### src/design/lpm_pkg.sv
// Purpose: Shared constants for the low-power mode controller
// Assumes: 32-bit APB register bus, one 40 MHz clock
// Notes:   Mode bit positions follow the processor status word layout
package lpm_pkg;
  // Register byte offsets
  localparam logic [7:0] LPM_OFF_MODE   = 8'h00;   // Mode control bits
  localparam logic [7:0] LPM_OFF_ENABLE = 8'h04;   // Module enable bank
  localparam logic [7:0] LPM_OFF_STATUS = 8'h08;   // Read-only clock state
  // Mode field positions inside the mode register
  localparam int LPM_BIT_HALT  = 4;                // core_halt_bit
  localparam int LPM_BIT_OSC   = 5;                // oscillator_off_bit
  localparam int LPM_BIT_LO    = 6;                // sys_clk_gen_bit_lo
  localparam int LPM_BIT_HI    = 7;                // sys_clk_gen_bit_hi
  localparam int LPM_MODE_W    = 4;                // Width of mode field
  localparam int LPM_MODULES   = 8;                // Peripheral enables
  // Reset values
  localparam logic [3:0] LPM_MODE_RST   = 4'h0;    // Full run state
  localparam logic [7:0] LPM_ENABLE_RST = 8'hFF;   // All modules running
  // Master clock is this multiple of the auxiliary clock
  localparam int         LPM_MULT   = 32;
  localparam logic [4:0] LPM_DIV_MAX = 5'(LPM_MULT - 1);
  // Operating states
  typedef enum logic [2:0] {
    full_run_state, sleep_level_zero, sleep_level_one,
    sleep_level_two, sleep_level_three, sleep_level_four
  } lpm_mode_e;
endpackage

### src/design/lpm_controller.sv
// Purpose: Operating-mode and clock-gating controller with APB registers
// Assumes: i_irq and i_return_from_interrupt_instr come from logic on i_clock, no synchroniser
// Notes:   Clock outputs are enables; the fabric clock never stops
// Notes on behaviour
// - Active state plus five selectable sleep levels
// - Level zero: core halted, everything else runs
// - Level one: core halted, loop control frozen
// - Level two: master clock and loop stopped
// - Level three: also oscillator DC generator off
// - Level four: crystal stopped, auxiliary clock off
// - Interrupt wakes; return restores previous sleep level
// - Auxiliary at crystal rate, master is multiple
// - Module enables gate peripherals; registers stay accessible
// - Four mode bits select the operating state
// - Reset clears oscillator-off; setting it together with halt stops crystal
// - Clear forces lowest frequency; loop starts after
//
// The APB slave port and the register offsets were left to the implementer.
`timescale 1ns/1ps
module lpm_controller
  import lpm_pkg::*;
(
  input  wire logic        i_clock,
  input  wire logic        i_rstn,
  input  wire logic        i_psel,
  input  wire logic        i_penable,
  input  wire logic        i_pwrite,
  input  wire logic [31:0] i_paddr,
  input  wire logic [31:0] i_pwdata,
  output logic [31:0]      o_prdata,
  output logic             o_pready,
  output logic             o_pslverr,
  input  wire logic        i_irq,
  input  wire logic        i_return_from_interrupt_instr,
  output logic             o_cpu_run,
  output logic             o_master_on,
  output logic             o_aux_tick,
  output logic             o_loop_run,
  output logic             o_dco_dc_on,
  output logic             o_dco_min_freq,
  output logic             o_xtal_on,
  output logic [7:0]       o_module_en,
  output logic [2:0]       o_mode
);

  logic [LPM_MODE_W-1:0]  mode_bits;      // Live mode bits
  logic [LPM_MODE_W-1:0]  saved_bits;     // Bits held across a wake
  logic                   in_handler;     // Woken by interrupt, not yet returned
  logic [LPM_MODULES-1:0] module_en;      // Peripheral enable bank
  logic [4:0]             div_cnt;        // Auxiliary divider
  logic                   cleared;        // Low after reset until first edge
  logic                   wr_en;          // APB write accepted
  logic                   rd_en;          // APB read accepted
  logic                   hit;            // Address is mapped
  lpm_mode_e              cur_mode;       // Decoded operating state

  // Turn the four mode bits into an operating state
  function automatic lpm_mode_e decode_mode(input logic [LPM_MODE_W-1:0] b);
    lpm_mode_e m;
    m = full_run_state;
    if (b[LPM_BIT_HALT-LPM_BIT_HALT]) begin
      if (b[LPM_BIT_OSC-LPM_BIT_HALT]) begin
        m = sleep_level_four;
      end else if (b[LPM_BIT_HI-LPM_BIT_HALT] && b[LPM_BIT_LO-LPM_BIT_HALT]) begin
        m = sleep_level_three;
      end else if (b[LPM_BIT_HI-LPM_BIT_HALT]) begin
        m = sleep_level_two;
      end else if (b[LPM_BIT_LO-LPM_BIT_HALT]) begin
        m = sleep_level_one;
      end else begin
        m = sleep_level_zero;
      end
    end
    return m;
  endfunction

  // Address match, used by both read and write paths
  function automatic logic is_reg(input logic [31:0] a, input logic [7:0] off);
    return (a == {24'h000000, off});
  endfunction

  assign hit   = is_reg(i_paddr, LPM_OFF_MODE) || is_reg(i_paddr, LPM_OFF_ENABLE)
              || is_reg(i_paddr, LPM_OFF_STATUS);
  assign wr_en = i_psel && i_penable && i_pwrite;
  assign rd_en = i_psel && i_penable && !i_pwrite;
  // Zero wait states; unmapped addresses answer with an error
  assign o_pready  = 1'b1;
  assign o_pslverr = i_psel && i_penable && !hit;
  assign cur_mode  = decode_mode(mode_bits);

  // Mode bits: interrupt wake beats software write, return restores
  always_ff @(posedge i_clock or negedge i_rstn) begin
    if (!i_rstn) begin
      mode_bits  <= LPM_MODE_RST;
      saved_bits <= LPM_MODE_RST;
      in_handler <= 1'b0;
    end else if (i_irq && !in_handler) begin
      // Save the selected level and run everything at once
      saved_bits <= mode_bits;
      mode_bits  <= LPM_MODE_RST;
      in_handler <= 1'b1;
    end else if (i_return_from_interrupt_instr && in_handler) begin
      mode_bits  <= saved_bits;
      in_handler <= 1'b0;
    end else if (wr_en && is_reg(i_paddr, LPM_OFF_MODE)) begin
      mode_bits  <= i_pwdata[LPM_BIT_HI:LPM_BIT_HALT];
    end
  end

  // Module enables are writable whatever their own state
  always_ff @(posedge i_clock or negedge i_rstn) begin
    if (!i_rstn) begin
      module_en <= LPM_ENABLE_RST;
    end else if (wr_en && is_reg(i_paddr, LPM_OFF_ENABLE)) begin
      module_en <= i_pwdata[LPM_MODULES-1:0];
    end
  end

  // Register read data, zero for unmapped and reserved bits
  always_ff @(posedge i_clock or negedge i_rstn) begin
    if (!i_rstn) begin
      o_prdata <= 32'h00000000;
    end else if (i_psel && !i_penable && !i_pwrite) begin
      if (is_reg(i_paddr, LPM_OFF_MODE)) begin
        o_prdata <= {24'h000000, mode_bits, 4'h0};
      end else if (is_reg(i_paddr, LPM_OFF_ENABLE)) begin
        o_prdata <= {24'h000000, module_en};
      end else if (is_reg(i_paddr, LPM_OFF_STATUS)) begin
        o_prdata <= {23'h000000, in_handler, o_xtal_on, o_dco_dc_on,
                     o_loop_run, o_master_on, o_cpu_run, o_mode};
      end else begin
        o_prdata <= 32'h00000000;
      end
    end
  end

  // Clear flag: lowest oscillator frequency held until second edge
  always_ff @(posedge i_clock or negedge i_rstn) begin
    if (!i_rstn) begin
      cleared <= 1'b0;
    end else begin
      cleared <= 1'b1;
    end
  end

  // Gating outputs from the decoded state, one register stage
  always_ff @(posedge i_clock or negedge i_rstn) begin
    if (!i_rstn) begin
      o_cpu_run      <= 1'b0;
      o_master_on    <= 1'b0;
      o_loop_run     <= 1'b0;
      o_dco_dc_on    <= 1'b0;
      o_dco_min_freq <= 1'b1;
      o_xtal_on      <= 1'b0;
      o_module_en    <= 8'h00;
      o_mode         <= 3'h0;
    end else begin
      o_dco_min_freq <= !cleared;
      o_mode         <= cur_mode;
      o_module_en    <= module_en;
      unique case (cur_mode)
        full_run_state: begin
          o_cpu_run <= 1'b1; o_master_on <= 1'b1; o_loop_run <= cleared;
          o_dco_dc_on <= 1'b1; o_xtal_on <= 1'b1;
        end
        sleep_level_zero: begin
          o_cpu_run <= 1'b0; o_master_on <= 1'b1; o_loop_run <= cleared;
          o_dco_dc_on <= 1'b1; o_xtal_on <= 1'b1;
        end
        sleep_level_one: begin
          o_cpu_run <= 1'b0; o_master_on <= 1'b1; o_loop_run <= 1'b0;
          o_dco_dc_on <= 1'b1; o_xtal_on <= 1'b1;
        end
        sleep_level_two: begin
          o_cpu_run <= 1'b0; o_master_on <= 1'b0; o_loop_run <= 1'b0;
          o_dco_dc_on <= 1'b1; o_xtal_on <= 1'b1;
        end
        sleep_level_three: begin
          o_cpu_run <= 1'b0; o_master_on <= 1'b0; o_loop_run <= 1'b0;
          o_dco_dc_on <= 1'b0; o_xtal_on <= 1'b1;
        end
        sleep_level_four: begin
          o_cpu_run <= 1'b0; o_master_on <= 1'b0; o_loop_run <= 1'b0;
          o_dco_dc_on <= 1'b0; o_xtal_on <= 1'b0;
        end
        default: begin
          // Three-bit code has two unused values
          o_cpu_run <= 1'b1; o_master_on <= 1'b1; o_loop_run <= 1'b0;
          o_dco_dc_on <= 1'b1; o_xtal_on <= 1'b1;
        end
      endcase
    end
  end

  // Auxiliary tick: one pulse per master multiple, only while crystal runs
  // The divider freezes rather than resets so restart keeps phase
  always_ff @(posedge i_clock or negedge i_rstn) begin
    if (!i_rstn) begin
      div_cnt    <= 5'h00;
      o_aux_tick <= 1'b0;
    end else if (o_xtal_on) begin
      div_cnt    <= (div_cnt == LPM_DIV_MAX) ? 5'h00 : div_cnt + 5'h01;
      o_aux_tick <= (div_cnt == LPM_DIV_MAX);
    end else begin
      o_aux_tick <= 1'b0;
    end
  end
endmodule

### config.mk
export PLATFORM = sky130hd
export DESIGN_NAME = lpm_controller
export DESIGN_NICKNAME = d
export VERILOG_FILES = /design/src/design/lpm_pkg.sv /design/src/design/lpm_controller.sv
export SDC_FILE = /design/constraint.sdc
export NUM_CORES = 1
export LEC_CHECK = 0
export BUFFER_PORTS_ARGS = -buffer_cell sky130_fd_sc_hd__buf_2
export CAP_MARGIN = 10
export CORE_ASPECT_RATIO = 0.6
export CORE_MARGIN = 1
export CORE_UTILIZATION = 39
export CTS_CLUSTER_SIZE = 14
export DETAILED_ROUTE_END_ITERATION = 8
export PLACE_DENSITY = 0.72
export SKIP_CTS_REPAIR_TIMING = 1
export SYNTH_ARGS = -nofsm -noshare
export SYNTH_HDL_FRONTEND = slang
export SYNTH_SLANG_ARGS = --single-unit
### constraint.sdc
create_clock -name i_clock -period 4.8 [get_ports i_clock]
set_clock_uncertainty 0.05 [all_clocks]
set_input_delay 0 -clock i_clock [delete_from_list [all_inputs] [get_ports i_clock]]
set_output_delay 0 -clock i_clock [all_outputs]
set_load 0.05 [all_outputs]
* Word level (Yosys, flattened, before mapping) *
Index checks and enable logic that the tools add are counted.

word-level totals
  register bits after elaboration = 73
  input bits = 71
  output and inout bits = 52
  logic and storage cells = 70

cells by class
  $add $sub $neg = 1
  equality and inequality tests = 8
  muxes and demuxes = 20
  reductions and logical operators = 25

operators with widths
  kind                 count
  $eq 32x3->1 const B  1
  $eq 32x4->1 const B  1
  $logic_not 32->1     1
  $mux 9               3
  $mux 4               3
  $logic_and 1x1->1    10
  $mux 3               3
  $mux 1               8
  $eq 3x2->1 const B   2
  $eq 3x3->1 const B   2
  $add 5x1->5 const B  1
  $eq 5x5->1 const B   1
  $logic_not 1->1      5
  $mux 5               1
  $reduce_or 5->1      1
  $mux 2               2
  $reduce_or 2->1      2
  $eq 3x1->1 const B   1
  $logic_not 3->1      1
  $reduce_bool 3->1    1
  $reduce_or 3->1      1
  $logic_or 1x1->1     2
  $reduce_bool 2->1    1

* Longest topological paths before layout *
  depth in word-level cells = 8
  gate-level depth with buffers = 6
  mapped depth without buffers = 6

* Least setup slack after synthesis *
Ideal clock, no wire load.

  path type = input -> register
  start point = in i_paddr[18]
  end point = reg module_en[0]
  setup time = 0.082 ns
  data arrival time = 1.661 ns
  required time = 4.668 ns
  path slack = 3.007 ns
  stages = 5
  path buffers = 0
  path through = or4_1 nor3_2 nand4_2 nor4b_4 mux2_2

between the ends
  word-level cells in the longest chain between the ends = 2

RTL lines
  what                  line                   source
  start, declared       lpm_controller.sv:28   input wire logic [31:0] i_paddr,
  $eq 32x3->1           lpm_controller.sv:79   return (a == {24'h000000, off});
  $logic_and 1x1->1     lpm_controller.sv:114  end else if (wr_en && is_reg(i_paddr, LPM_OFF_ENABLE)) begin
  end signal, assigned  lpm_controller.sv:115  module_en <= i_pwdata[LPM_MODULES-1:0];
  end, declared         lpm_controller.sv:49   logic [LPM_MODULES-1:0] module_en;

No other way between the ends.
A chain may end at the register's enable or synchronous reset.

* Final worst setup path *
  start point = in i_paddr[18]
  end point = reg module_en[1]

The elaborated chain is that of the path after synthesis.

==> run metrics <==
part of the cycle the worst path needs 42.1%; Worst Hold Class input port to flop; P_sw approximately 0.45 mW; share of the synthesized area in the top cell type 43.9%; vias in the first global route 1504; post-route ant nets 0; synth unique cells 37; Synth top cells by count dfrtp_1 (41), buf_4 (24), mux2_2 (20); PwrDens ~410 nW/um^2; TritonCTS clock tree yes; root buf cell clkbuf_8; detailed-route wire length per cell 13.6 um; Clock Pin Slew Worst Setup and Hold Paths 90 ps; RSZ-0062 raised after global routing false; Die Ht 62.0 um; number of synthesized flops with an enable pin 0; Top FF cell, synth dfrtp_1; critical-path maximum fanout 12; Overall Global Routing Usage between 10% and 20%; met3 WL post-DR 294 um; Initial Util 41.2%; Cells after Synth 200; CP max stage cell nor4b_4; worst slew pin tran between 600 and 700 ps; CP peak stage delay 680 ps; Setup crit start kind input port; Top Ports 123; antenna violations before repair 0; DPL Wire Length about 3600 um; Ant. Diodes 0; share of layout cells above drive strength 1 41.2%; final cell count without fillers ~360; number of fillers in the final layout 525; Seq/Total Area, Yosys 54.0%; synthesized cell area 2340 um^2; Worst Path Required roughly 5000 ps; I/O Buffers 74; #FFs+latches synth 50; CTS Buf Count 5; Nets 358; Max Used Layer met4; combinational share of power 31.0%; switching part of the total 37.4%; worst hold margin approximately 15 ps; met2 WL post-DR 2100 um; DP Cell Count 346; MaxCap Viol Count 0; via count 1705; Slew Limit Fails 0; Setup TNS 0 ps; Sink Count 50; Pre-antenna DRT Iters 4; GRT overflow 0; setup violators final 0; synth top area cells dfrtp_1 (44%), dfstp_2 (10%), mux2_2 (9.6%); ys async rst share 100%; outcome finished clean; metal1 wirelength 2490 um; leading area contributor after synthesis dfrtp_1; Longest Clk Path Bufs 2; max-slew headroom at the worst pin 56.7%; Die Area about 6300 um^2; sequential power share 47.4%; internal power 0.749 mW; Std-Cell Rows 21; H-tree depth 2; Achievable Freq 0.495 GHz; Total Power between 1 and 1.5 mW; CP cell instances buf_2 -> or4_1 -> nor3_2 -> nand4_2 -> nor4b_4 -> mux2_2; Max VDD drop 0.148 mV; largest net degree at the start of global routing 51; area grow syn2layout 23.5%; 1st-iter DRT viols 77; die width 102 um; most frequent cell after synthesis dfrtp_1; first-pass GRT wire length between 7000 and 8000 um; Data arrival, critical path 2210 ps; Hold Vio Cnt, Final 0; kind of critical path input port to flop; Final Core Density around 51%; Avg Inst Size Synth 11.7 um^2; Clock Power Share 21.5%; Avg Vias per Cell 4.68; gpl congestion a little over 0.7; nature of the critical path endpoint flop; Leak Pwr between 1 and 1.5 nW; WL final 4940 um; core area approximately 5700 um^2; Tmin final 2020 ps; YS warnings 0; # DRC 0; Clock Latency Late Sink 310 ps
[state kept, by name (all words and copies together), names as in the netlist]
name and flops:
o_loop_run 1, mode_bits 4, o_mode 3, saved_bits 4, o_prdata 9, cleared 1, o_xtal_on 1, o_dco_min_freq 1
o_master_on 1, div_cnt 5, module_en 8, o_cpu_run 1, o_dco_dc_on 1, in_handler 1, o_module_en 8, o_aux_tick 1
[critical path, delay by kind of cell]
family | cells | cell delay [ps]
buffers and inverters | 1 | 90
multiplexers | 1 | 400
AND/OR/NAND/NOR | 4 | 1710
[cell families after synthesis]
kind of cell | share of synthesized area (%)
flip-flops | 54.0
other | 0.321
AND/OR/NAND/NOR | 12.0
buffers and inverters | 9.64
AO/OA/AOI/OAI | 9.64
adder cells (fa/ha/maj) | 2.14
multiplexers | 12.2
[power by group through the flow]
stage               logic [mW]  clock network (mW)  registers (mW)
floorplan                0.218                   0           0.633
global placement         0.356                   0           0.572
detailed placement       0.367                   0           0.574
CTS                      0.368               0.265           0.567
global route             0.406               0.287           0.579
finish                   0.372               0.258           0.568
[layout make-up]
class | instances | area (um^2) | area share (%)
Sequential cell | 50 | 1260 | 43.7
Multi-Input combinational cell | 137 | 936 | 32.4
Timing Repair Buffer | 85 | 478 | 16.6
Tap cell | 80 | 100 | 3.47
Clock buffer | 6 | 82.6 | 2.86
Inverter | 4 | 15.0 | 0.520
Clock inverter | 2 | 12.5 | 0.433
[metrics by stage]
step | setup WS [ps] | cell area [um^2]
2_1_floorplan | 3010 | 2420
3_3_place_gp | 2440 | 2690
3_5_place_dp | 2430 | 2690
4_1_cts | 2760 | 2790
5_1_grt | 2660 | 2890
6_report | 2780 | 2890
[layer usage]
layer  GRT usage [%]  up-vias
met3            5.70        7
met2            23.6       49
met4            5.92        0
li1                -      822
met1            24.0      827
met5               0        -
[placed cells by master, fill, tap and decap left out, types with 3 or more instances in the layout]
master and n:
inv_1 4, o21ai_0 4, o31ai_1 10, dfstp_2 9, a21oi_1 7, dlygate4sd3_1 10
nand2b_1 3, ha_1 4, nand2_1 16, conb_1 25, buf_2 74, nor2_1 7
mux2i_1 6, a22o_1 3, clkbuf_8 6, a22oi_1 5, dfrtp_1 41, mux2_2 20
nor4_1 6
[worst paths after layout]
check | depth (start not counted) | slack [ps] | startpoint | to
worst min-delay path | 3 | 20 | i_irq | in_handler$_DFFE_PN0P_
worst max register to register | 4 | 2970 | mode_bits[2]$_DFFE_PN0P_ | o_master_on$_DFF_PN0_
worst max-delay path | 6 | 2780 | i_paddr[18] | module_en[1]$_DFFE_PN1P_
max in group asynchronous | 3 | 4010 | i_rstn | mode_bits[1]$_DFFE_PN0P_
min in group asynchronous | 3 | 260 | i_rstn | o_module_en[4]$_DFF_PN0_
worst min register to register | 1 | 320 | cleared$_DFF_PN0_ | o_dco_min_freq$_DFF_PN1_
No activity file was read; power rests on OpenSTA's default activity.
